--- config.mk ---
export PLATFORM = sky130hd
export DESIGN_NAME = module_monitor
export DESIGN_NICKNAME = d
export VERILOG_FILES = /design/src/logic/module_monitor_pkg.sv /design/src/logic/module_monitor.sv
export VERILOG_INCLUDE_DIRS = /design/src /design/src/logic
export SDC_FILE = /design/constraint.sdc
export NUM_CORES = 1
export LEC_CHECK = 0
export BUFFER_PORTS_ARGS = -buffer_cell sky130_fd_sc_hd__buf_2
export CORE_UTILIZATION = 50
export DETAILED_ROUTE_END_ITERATION = 7
export GPL_TIMING_DRIVEN = 0
export HOLD_SLACK_MARGIN = 0.03
export MAX_ROUTING_LAYER = met4
export PLACE_DENSITY_LB_ADDON = 0.3
export SLEW_MARGIN = 30
export SYNTH_ARGS = -nofsm -noshare
export SYNTH_HDL_FRONTEND = slang
export SYNTH_SLANG_ARGS = --single-unit
--- constraint.sdc ---
create_clock -name clk_i -period 2.6 [get_ports clk_i]
set_input_delay 0 -clock clk_i [delete_from_list [all_inputs] [get_ports clk_i]]
set_output_delay 0 -clock clk_i [all_outputs]
set_load 0.05 [all_outputs]
--- src/logic/module_monitor_cfg.svh ---
// register offsets, id codes and timing counts of the power module link monitor
`ifndef MODULE_MONITOR_CFG_SVH
`define MODULE_MONITOR_CFG_SVH
`define MM_ADDR_W 8
`define MM_OFF_LINK 8'h00
`define MM_OFF_DATA 8'h04
`define MM_OFF_EXPECT 8'h08
`define MM_OFF_CTRL 8'h0c
`define MM_OFF_FAULT 8'h10
`define MM_OFF_IRQ_STAT 8'h14
`define MM_OFF_IRQ_MASK 8'h18
`define MM_OFF_MODE 8'h1c
`define MM_OFF_FUSE 8'h20
`define MM_OFF_HEAT 8'h24
`define MM_OFF_MISM 8'h28
`define MM_OFF_SEVER 8'h2c
`define MM_OFF_ID_BASE 8'h40
`define MM_ID_UNDETECTED 16'hffff
`define MM_FAULT_TIMEOUT_ID 16'h13e2
`define MM_FAULT_MISMATCH_ID 16'h13df
`define MM_BLINK_NS 250000000
`define MM_CLK_NS 10
`define MM_BLINK_CYC (`MM_BLINK_NS / `MM_CLK_NS)
`define MM_TIMEOUT_NS 100000000
`define MM_TIMEOUT_CYC (`MM_TIMEOUT_NS / `MM_CLK_NS)
`define MM_DC_LOW_LIMIT 16'h0032
// fault summary bit positions
`define MM_FB_TIMEOUT 0
`define MM_FB_MISMATCH 1
`define MM_FB_FUSE 2
`define MM_FB_HEAT 3
`define MM_FB_LINK 4
`define MM_FB_DATA 5
`endif

--- src/logic/module_monitor_pkg.sv ---
// types shared by the power module link monitor
package module_monitor_pkg;
  typedef enum logic [1:0] {
    sev_fault,
    sev_warning,
    sev_disabled
  } severity_t;
  typedef enum logic {
    mode_normal,
    mode_led_test
  } run_mode_t;
endpackage

--- src/logic/module_monitor.sv ---
// supervises up to eight paralleled power modules: link, size code, fuse and heatsink faults
`timescale 1ns/1ps
`default_nettype none
`include "module_monitor_cfg.svh"
module module_monitor #(
  parameter int unsigned NUM_MODULES = 8,
  parameter int unsigned TIMEOUT_CYC = `MM_TIMEOUT_CYC,
  parameter int unsigned BLINK_CYC = `MM_BLINK_CYC
) (
  // clock, reset, enable
  input wire logic clk_i,
  input wire logic rst_n_i,
  input wire logic ce_i,
  // register port
  input wire logic [`MM_ADDR_W-1:0] addr_i,
  input wire logic [31:0] wdata_i,
  input wire logic wr_i,
  input wire logic rd_i,
  output logic [31:0] rdata_o,
  // module link side (asynchronous pins)
  input wire logic [NUM_MODULES-1:0] link_up_i,
  input wire logic [NUM_MODULES-1:0] data_err_i,
  input wire logic [NUM_MODULES-1:0] fuse_open_i,
  input wire logic [NUM_MODULES-1:0] heat_trip_i,
  input wire logic [NUM_MODULES-1:0] id_valid_i,
  input wire logic [NUM_MODULES*10-1:0] size_switch_bank_i,
  // drive side
  input wire logic switch_on_command_bit_i,
  input wire logic fault_ack_i,
  input wire logic [15:0] dc_bus_volts_i,
  input wire logic [7:0] fieldbus_family_i,
  // outputs
  output logic [NUM_MODULES-1:0] led_green_o,
  output logic [NUM_MODULES-1:0] led_yellow_o,
  output logic [NUM_MODULES-1:0] led_red_o,
  output logic fieldbus_src_ok_o,
  output logic fault_o,
  output logic warn_o,
  output logic [15:0] fault_id_o,
  output logic irq_o
);
  localparam int unsigned NM = NUM_MODULES;

  // decoded id entry offset: returns index or NM when outside the entries
  function automatic logic [3:0] id_index(input logic [`MM_ADDR_W-1:0] a);
    logic [`MM_ADDR_W-1:0] d;
    d = a - `MM_OFF_ID_BASE;
    if (a >= `MM_OFF_ID_BASE && d[1:0] == 2'b00 && d[`MM_ADDR_W-1:2] < NM)
      id_index = d[5:2];
    else
      id_index = 4'(NM);
  endfunction

  // --- input synchronisers, two stages each
  localparam int unsigned SW = 5 * NM + NM * 10 + 2;
  logic [SW-1:0] sync1_ff, sync2_ff;
  wire logic [SW-1:0] raw_in = {link_up_i, data_err_i, fuse_open_i, heat_trip_i, id_valid_i,
                                size_switch_bank_i, switch_on_command_bit_i, fault_ack_i};
  always_ff @(posedge clk_i) begin
    if (!rst_n_i) begin
      sync1_ff <= '0;
      sync2_ff <= '0;
    end else if (ce_i) begin
      sync1_ff <= raw_in;
      sync2_ff <= sync1_ff;
    end
  end
  logic [NM-1:0] link_s, derr_s, fuse_s, heat_s, idv_s;
  logic [NM*10-1:0] sw_s;
  logic son_s, ack_s;
  assign {link_s, derr_s, fuse_s, heat_s, idv_s, sw_s, son_s, ack_s} = sync2_ff;

  // --- registers written by software
  logic [NM-1:0] enable_ff;
  logic [9:0] expect_code_ff;
  logic [5:0] expect_fw_ff;
  logic [5:0] irq_mask_ff;
  logic test_req_ff;
  logic [1:0] sev_mismatch_ff, sev_timeout_ff;
  always_ff @(posedge clk_i) begin
    if (!rst_n_i) begin
      enable_ff <= '0;
      expect_code_ff <= '0;
      expect_fw_ff <= '0;
      irq_mask_ff <= '0;
      test_req_ff <= 1'b0;
      sev_mismatch_ff <= 2'h0;
      sev_timeout_ff <= 2'h0;
    end else if (ce_i && wr_i) begin
      if (addr_i == `MM_OFF_CTRL)
        enable_ff <= wdata_i[NM-1:0];
      if (addr_i == `MM_OFF_EXPECT) begin
        expect_code_ff <= wdata_i[15:6];
        expect_fw_ff <= wdata_i[5:0];
      end
      if (addr_i == `MM_OFF_IRQ_MASK)
        irq_mask_ff <= wdata_i[5:0];
      if (addr_i == `MM_OFF_MODE)
        test_req_ff <= wdata_i[0];
      if (addr_i == `MM_OFF_SEVER) begin
        sev_timeout_ff <= wdata_i[1:0];
        sev_mismatch_ff <= wdata_i[3:2];
      end
    end
  end

  // --- status words and id decoding
  logic [NM-1:0] link_lost_ff, data_bad_ff;
  logic [15:0] id_code_ff [NM];
  logic [NM-1:0] mism_now;
  genvar g;
  generate
    for (g = 0; g < NM; g++) begin : g_mod
      wire logic [9:0] sw = sw_s[g*10 +: 10];
      wire logic [15:0] code = {6'h00, sw};
      assign mism_now[g] = enable_ff[g] && link_s[g] && idv_s[g] && sw != expect_code_ff;
      always_ff @(posedge clk_i) begin
        if (!rst_n_i) begin
          id_code_ff[g] <= 16'h0000;
        end else if (ce_i) begin
          if (!enable_ff[g] || !link_s[g])
            id_code_ff[g] <= 16'h0000;
          else if (!idv_s[g])
            id_code_ff[g] <= `MM_ID_UNDETECTED;
          else
            id_code_ff[g] <= code;
        end
      end
    end
  endgenerate

  always_ff @(posedge clk_i) begin
    if (!rst_n_i) begin
      link_lost_ff <= '0;
      data_bad_ff <= '0;
    end else if (ce_i) begin
      link_lost_ff <= enable_ff & ~link_s;
      data_bad_ff <= enable_ff & link_s & derr_s;
    end
  end

  // --- config timeout counter
  logic [31:0] tmo_cnt_ff;
  wire logic tmo_now = tmo_cnt_ff >= TIMEOUT_CYC;
  always_ff @(posedge clk_i) begin
    if (!rst_n_i)
      tmo_cnt_ff <= '0;
    else if (ce_i) begin
      if ((enable_ff & ~link_s) == '0)
        tmo_cnt_ff <= '0;
      else if (!tmo_now)
        tmo_cnt_ff <= tmo_cnt_ff + 32'h0000_0001;
    end
  end

  // --- latched faults
  logic ack_d_ff;
  always_ff @(posedge clk_i) begin
    if (!rst_n_i)
      ack_d_ff <= 1'b0;
    else if (ce_i)
      ack_d_ff <= ack_s;
  end
  wire logic ack_rise = ack_s && !ack_d_ff;
  logic [NM-1:0] fuse_flt_ff, heat_flt_ff, mism_flt_ff;
  logic tmo_flt_ff;
  always_ff @(posedge clk_i) begin
    if (!rst_n_i) begin
      fuse_flt_ff <= '0;
      heat_flt_ff <= '0;
      mism_flt_ff <= '0;
      tmo_flt_ff <= 1'b0;
    end else if (ce_i) begin
      fuse_flt_ff <= (enable_ff & fuse_s) | (ack_rise ? '0 : fuse_flt_ff);
      heat_flt_ff <= (enable_ff & heat_s) | (ack_rise ? '0 : heat_flt_ff);
      mism_flt_ff <= mism_now | (ack_rise ? '0 : mism_flt_ff);
      tmo_flt_ff <= tmo_now | (ack_rise ? 1'b0 : tmo_flt_ff);
    end
  end

  wire logic hw_alarm = |fuse_flt_ff || |heat_flt_ff;
  wire logic tmo_is_flt = tmo_flt_ff && sev_timeout_ff == 2'(module_monitor_pkg::sev_fault);
  wire logic mis_is_flt = |mism_flt_ff && sev_mismatch_ff == 2'(module_monitor_pkg::sev_fault);
  wire logic tmo_is_wrn = tmo_flt_ff && sev_timeout_ff == 2'(module_monitor_pkg::sev_warning);
  wire logic mis_is_wrn = |mism_flt_ff && sev_mismatch_ff == 2'(module_monitor_pkg::sev_warning);
  wire logic any_fault = hw_alarm || tmo_is_flt || mis_is_flt;

  always_ff @(posedge clk_i) begin
    if (!rst_n_i) begin
      fault_o <= 1'b0;
      warn_o <= 1'b0;
      fault_id_o <= 16'h0000;
    end else if (ce_i) begin
      fault_o <= any_fault;
      warn_o <= tmo_is_wrn || mis_is_wrn;
      if (tmo_is_flt)
        fault_id_o <= `MM_FAULT_TIMEOUT_ID;
      else if (mis_is_flt)
        fault_id_o <= `MM_FAULT_MISMATCH_ID;
      else
        fault_id_o <= 16'h0000;
    end
  end

  // --- led test mode
  module_monitor_pkg::run_mode_t mode_ff;
  always_ff @(posedge clk_i) begin
    if (!rst_n_i)
      mode_ff <= module_monitor_pkg::mode_normal;
    else if (ce_i) begin
      unique case (mode_ff)
        module_monitor_pkg::mode_normal: begin
          if (test_req_ff && !son_s && !any_fault && dc_bus_volts_i < `MM_DC_LOW_LIMIT)
            mode_ff <= module_monitor_pkg::mode_led_test;
        end
        module_monitor_pkg::mode_led_test: begin
          if (!test_req_ff || any_fault)
            mode_ff <= module_monitor_pkg::mode_normal;
        end
      endcase
    end
  end
  wire logic in_test = mode_ff == module_monitor_pkg::mode_led_test;

  logic [31:0] blink_cnt_ff;
  logic blink_ff;
  always_ff @(posedge clk_i) begin
    if (!rst_n_i) begin
      blink_cnt_ff <= '0;
      blink_ff <= 1'b0;
    end else if (ce_i) begin
      if (blink_cnt_ff >= BLINK_CYC - 1) begin
        blink_cnt_ff <= '0;
        blink_ff <= !blink_ff;
      end else begin
        blink_cnt_ff <= blink_cnt_ff + 32'h0000_0001;
      end
    end
  end

  generate
    for (g = 0; g < NM; g++) begin : g_led
      localparam logic [2:0] PAT = (g < 5) ? 3'(g + 1) : 3'(g - 4);
      localparam bit BLINKS = g >= 5;
      wire logic on = in_test && (!BLINKS || blink_ff);
      always_ff @(posedge clk_i) begin
        if (!rst_n_i) begin
          led_green_o[g] <= 1'b0;
          led_yellow_o[g] <= 1'b0;
          led_red_o[g] <= 1'b0;
        end else if (ce_i) begin
          led_green_o[g] <= on && PAT[0];
          led_yellow_o[g] <= on && PAT[1];
          led_red_o[g] <= on && PAT[2];
        end
      end
    end
  endgenerate

  always_ff @(posedge clk_i) begin
    if (!rst_n_i)
      fieldbus_src_ok_o <= 1'b0;
    else if (ce_i)
      fieldbus_src_ok_o <= fieldbus_family_i >= 8'h3c && fieldbus_family_i <= 8'h4a;
  end

  // --- interrupt status, set wins over write-one clear
  logic [5:0] irq_stat_ff;
  wire logic [5:0] irq_ev = {|data_bad_ff, |link_lost_ff, |heat_flt_ff, |fuse_flt_ff,
                             |mism_flt_ff, tmo_flt_ff};
  always_ff @(posedge clk_i) begin
    if (!rst_n_i)
      irq_stat_ff <= '0;
    else if (ce_i) begin
      if (wr_i && addr_i == `MM_OFF_IRQ_STAT)
        irq_stat_ff <= (irq_stat_ff & ~wdata_i[5:0]) | irq_ev;
      else
        irq_stat_ff <= irq_stat_ff | irq_ev;
    end
  end
  // hardware alarm bits bypass the mask so they cannot be hidden
  assign irq_o = |(irq_stat_ff & irq_mask_ff) || irq_stat_ff[`MM_FB_FUSE]
                 || irq_stat_ff[`MM_FB_HEAT];

  // --- read port
  logic [3:0] idx;
  always_comb begin
    idx = id_index(addr_i);
  end
  always_ff @(posedge clk_i) begin
    if (!rst_n_i)
      rdata_o <= '0;
    else if (ce_i) begin
      rdata_o <= '0;
      if (rd_i) begin
        if (idx < NM)
          rdata_o <= {16'h0000, id_code_ff[idx[2:0]]};
        else
          unique case (addr_i)
            `MM_OFF_LINK: rdata_o <= 32'(link_lost_ff);
            `MM_OFF_DATA: rdata_o <= 32'(data_bad_ff);
            `MM_OFF_EXPECT: rdata_o <= {16'h0000, expect_code_ff, expect_fw_ff};
            `MM_OFF_CTRL: rdata_o <= 32'(enable_ff);
            `MM_OFF_FAULT: rdata_o <= {26'h0, |data_bad_ff, |link_lost_ff, |heat_flt_ff,
                                       |fuse_flt_ff, |mism_flt_ff, tmo_flt_ff};
            `MM_OFF_IRQ_STAT: rdata_o <= {26'h0, irq_stat_ff};
            `MM_OFF_IRQ_MASK: rdata_o <= {26'h0, irq_mask_ff};
            `MM_OFF_MODE: rdata_o <= {30'h0, in_test, test_req_ff};
            `MM_OFF_FUSE: rdata_o <= 32'(fuse_flt_ff);
            `MM_OFF_HEAT: rdata_o <= 32'(heat_flt_ff);
            `MM_OFF_MISM: rdata_o <= 32'(mism_flt_ff);
            `MM_OFF_SEVER: rdata_o <= {28'h0, sev_mismatch_ff, sev_timeout_ff};
            default: rdata_o <= '0;
          endcase
      end
    end
  end

  // --- assertions
  fault_latch_a: assert property (@(posedge clk_i) disable iff (!rst_n_i)
    ce_i && $rose(tmo_flt_ff) && !ack_rise |=> tmo_flt_ff)
    else $error("timeout fault dropped without acknowledge");
  fuse_report_a: assert property (@(posedge clk_i) disable iff (!rst_n_i)
    ce_i && (enable_ff & fuse_s) != '0 |=> fault_o || !ce_i || $past(fuse_flt_ff) == '0)
    else $error("fuse fault not reported");
  test_entry_a: assert property (@(posedge clk_i) disable iff (!rst_n_i)
    $rose(in_test) |-> $past(!son_s && !any_fault && dc_bus_volts_i < `MM_DC_LOW_LIMIT))
    else $error("test mode entered under wrong conditions");
  led_blank_a: assert property (@(posedge clk_i) disable iff (!rst_n_i)
    ce_i && !in_test |=> led_green_o == '0 && led_yellow_o == '0 && led_red_o == '0)
    else $error("leds lit outside test mode");
  link_word_a: assert property (@(posedge clk_i) disable iff (!rst_n_i)
    ce_i |=> link_lost_ff == $past(enable_ff & ~link_s))
    else $error("link status word wrong");
  timeout_id_a: assert property (@(posedge clk_i) disable iff (!rst_n_i)
    ce_i && tmo_is_flt |=> fault_id_o == `MM_FAULT_TIMEOUT_ID)
    else $error("timeout id wrong");
  hw_unmasked_a: assert property (@(posedge clk_i) disable iff (!rst_n_i)
    irq_stat_ff[`MM_FB_FUSE] |-> irq_o)
    else $error("hardware alarm masked");
  fieldbus_range_a: assert property (@(posedge clk_i) disable iff (!rst_n_i)
    ce_i && fieldbus_family_i == 8'h4b |=> !fieldbus_src_ok_o)
    else $error("family 75 exported");
endmodule
`default_nettype wire

==> impl_metrics.csv <==
group,metric,value,unit
die,dieHeight,213,um
timing,finClkSkew,0.0215,ns
die,io_pins,267,
worst_setup_path,crit_buf_inv,1,
die,placementRows,76,
place,gp_congestion,1.04,
worst_setup_path,end_kind,"flop",
timing,fin_hold_ws,0.117,ns
timing,final_max_slew_viol_count,0,
cells_and_area,final_cells,3342,
worst_setup_path,worstPathMaxFanout,10,
place,dp_slack,-0.379,ns
timing,rsz0062_at_grt,"yes",
worst_setup_path,crit_path_cell_trace,"clkbuf_1, xor2_1, nor4_1, nand4_1, a32o_1",
logic_synthesis,yosysWarningCount,0,
worst_setup_path,crit_arrival,3.08,ns
global_route,grt_pass1_vias,18700,
global_route,grt-ovfl-total,0,
logic_synthesis,synth-edff-count,88,
clock_network,cts_root_buffer,"clkbuf_16",
clock_network,clkLatencyLatePin,0.61,ns
timing,slew_headroom,29.7,%
drt,drcViolationCount,0,
worst_setup_path,slowest_stage,"clkbuf_1",
worst_setup_path,critPathTopFamily,"simple AND/OR/NAND/NOR gates",
logic_synthesis,yosysMostFrequentCell,"dfxtp_1",
timing,min_period,2.58,ns
cells_and_area,multi_input_area,10100,um^2
logic_synthesis,syn_area,22300,um^2
cells_and_area,final-seq-area,11000,um^2
cells_and_area,postLayoutCellArea,27500,um^2
logic_synthesis,async_reset_ff_share,0,%
worst_setup_path,cp_data_required_time,3.10,ns
logic_synthesis,synthTopCellsByArea,"dfxtp_1 38%, mux2i_1 14%, edfxtp_1 12%",
global_route,antenna_found_initial,3,
cells_and_area,drive_above_1_share,16.2,%
timing,max_freq,388,MHz
logic_synthesis,synth_cell_types,83,
die,start_util,51.2,%
logic_synthesis,ys_seq_area_share,49.4,%
worst_setup_path,criticalPathCategory,"flop to flop",
timing,finalCritPeriodShare,99.2,%
place,place_area,24200,um^2
worst_hold_path,hold_path_class,"input pin to flop",
drt,wl,73.1,mm
logic_synthesis,yosysTopAreaCell,"dfxtp_1",
global_route,grt_pass1_wl,109,mm
cells_and_area,n_fill_cell,3580,
cells_and_area,nNetsFinal,2904,
logic_synthesis,yosys.area.top_type_share,37.5,%
worst_setup_path,cp-start-kind,"flop",
worst_setup_path,cpPeakStageDelay,0.79,ns
drt,wl_per_cell,21.9,um
clock_network,tritoncts.num_buffers,52,
cells_and_area,final_core_util,63.2,%
drt,post_drt_via_cell_ratio,5.67,
place,hpwl,52.6,mm
clock_network,ctsLongestPathBuffers,3,
clock_network,cts_tree,"built",
logic_synthesis,ys.flop_type,"dfxtp_1",
logic_synthesis,syn_inst,2261,
die,dieWidth,213,um
place,portBuffers,212,
logic_synthesis,syn_area_per_cell,9.85,um^2
power,power,17.4,mW
clock_network,cts_setup_buffers,0,
timing,finalSetupViolCount,0,
global_route,grt_max_degree,32,
clock_network,htreeDepth,2,
timing,hold_violations,0,
drt,ant_nets,0,
drt,num_vias,18900,
power,powerDensity,635,nW/um^2
place,dp_cells,3093,
timing,tightest_slew,1.05,ns
clock_network,clk_pin_slew,0.06,ns
logic_synthesis,synth_top_cells_by_count,"417 x dfxtp_1, 318 x mux2i_1, 313 x nor2_1",
cells_and_area,syn_to_final_growth,23.4,%
die,dieArea,45400,um^2
global_route,grt_use_total,33.2,%
status,status,"finished, final reports clean",
drt,drtIter0Drc,1735,
drt,first_pass_iters,5,
timing,setup_slack,0.0209,ns
power,ir_drop,597,uV
logic_synthesis,synth.ff_latch_count,505,
job,cap_violations,0,
timing,tns,0,ns
die,coreArea,43500,um^2
power,p_leak,11.8,nW
clock_network,cts.sinks,505,
==> worst reg2reg max path: stages, from the launching register on <==
cell      delay [ns]
dfxtp_1         0.33
clkbuf_1        0.79
xor2_1          0.15
nor4_1          0.54
nand4_1         0.32
a32o_1          0.34
==> cells by family (layout without fill, tap and decap cells) <==
group,Yosys count,in the layout,share of synthesized area [%]
buffers and inverters,295,755,6.06
AND/OR/NAND/NOR,703,703,15.2
XOR/XNOR,110,110,4.33
adder cells (fa/ha/maj),3,3,0.169
multiplexers,327,327,14.9
flip-flops,505,505,49.4
other,1,37,0.0168
AO/OA/AOI/OAI,317,317,9.95
==> where the power goes <==
| part | switching (mW) | internal, mW | total [mW] | leakage [nW] |
|---|---|---|---|---|
| combinational | 0.916 | 0.633 | 1.55 | 6.59 |
| clock | 3.22 | 4.30 | 7.51 | 0.835 |
| sequential | 0.185 | 8.19 | 8.37 | 4.37 |
| total | 4.32 | 13.1 | 17.4 | 11.8 |
==> layer usage <==
metal	share of wire [%]	track usage (%)	vias to the layer above
met1	41	42.1	9095
met5	0	-	-
li1	-	-	8756
met3	8.9	6.10	165
met2	46	51.9	920
met4	4.2	14.3	0
==> flip-flops by register name, summed over array words and instances (netlist names), 3 cells and up <==
name	count
blink_cnt_ff	32
data_bad_ff	8
enable_ff	8
expect_code_ff	10
expect_fw_ff	6
fault_id_o	3
fuse_flt_ff	8
heat_flt_ff	8
id_code_ff	88
irq_mask_ff	6
irq_stat_ff	6
link_lost_ff	8
mism_flt_ff	8
rdata_o	16
sync1_ff	122
sync2_ff	122
tmo_cnt_ff	32
==> layout make-up <==
class / count / area share (%)
diodes: 3 / 0.0273
plain buffers: 195 / 3.59
clock buffers: 71 / 5.23
clock inverters: 27 / 0.952
inverters: 100 / 1.37
multi-input cells: 1494 / 36.8
flip-flops and latches: 505 / 40.0
well taps: 585 / 2.67
repair buffers: 362 / 9.38
==> layout by cell type, fill, tap and decap left out, drive strengths merged, types with 16 or more instances in the layout <==
cell,netlist,final
dfxtp,417,417
nand4,39,39
buf,95,311
xor2,90,90
and3,23,23
nand2b,18,18
nand2,112,112
edfxtp,88,88
mux2i,318,318
nor4,42,42
a22oi,25,25
nor2,344,344
clkinv,1,16
conb,1,34
nor2b,27,27
dlygate4sd3,0,147
a21oi,131,131
clkbuf,100,170
nand3,42,42
a32o,31,31
inv,99,103
o21ai,19,19
xnor2,20,20
==> what timing repair did <==
action,CTS,global route
hold buffers,147,0
setup endpoints to repair,11,22
endpoints found under the hold margin,203,0
resized for setup,1,5
==> path summary, 6_finish.rpt <==
kind | start | to | slack, ns | cells after the start
setup / recovery | expect_code_ff[0]$_SDFFE_PN0P_ | mism_flt_ff[2]$_SDFFE_PN0P_ | 0.02 | 5
hold / removal | ce_i | blink_ff$_SDFFE_PN0P_ | 0.12 | 5
setup reg to reg | expect_code_ff[0]$_SDFFE_PN0P_ | mism_flt_ff[2]$_SDFFE_PN0P_ | 0.02 | 5
hold reg to reg | tmo_cnt_ff[28]$_SDFFE_PN0P_ | tmo_cnt_ff[28]$_SDFFE_PN0P_ | 0.46 | 1
No activity file was read; power rests on OpenSTA's default activity.
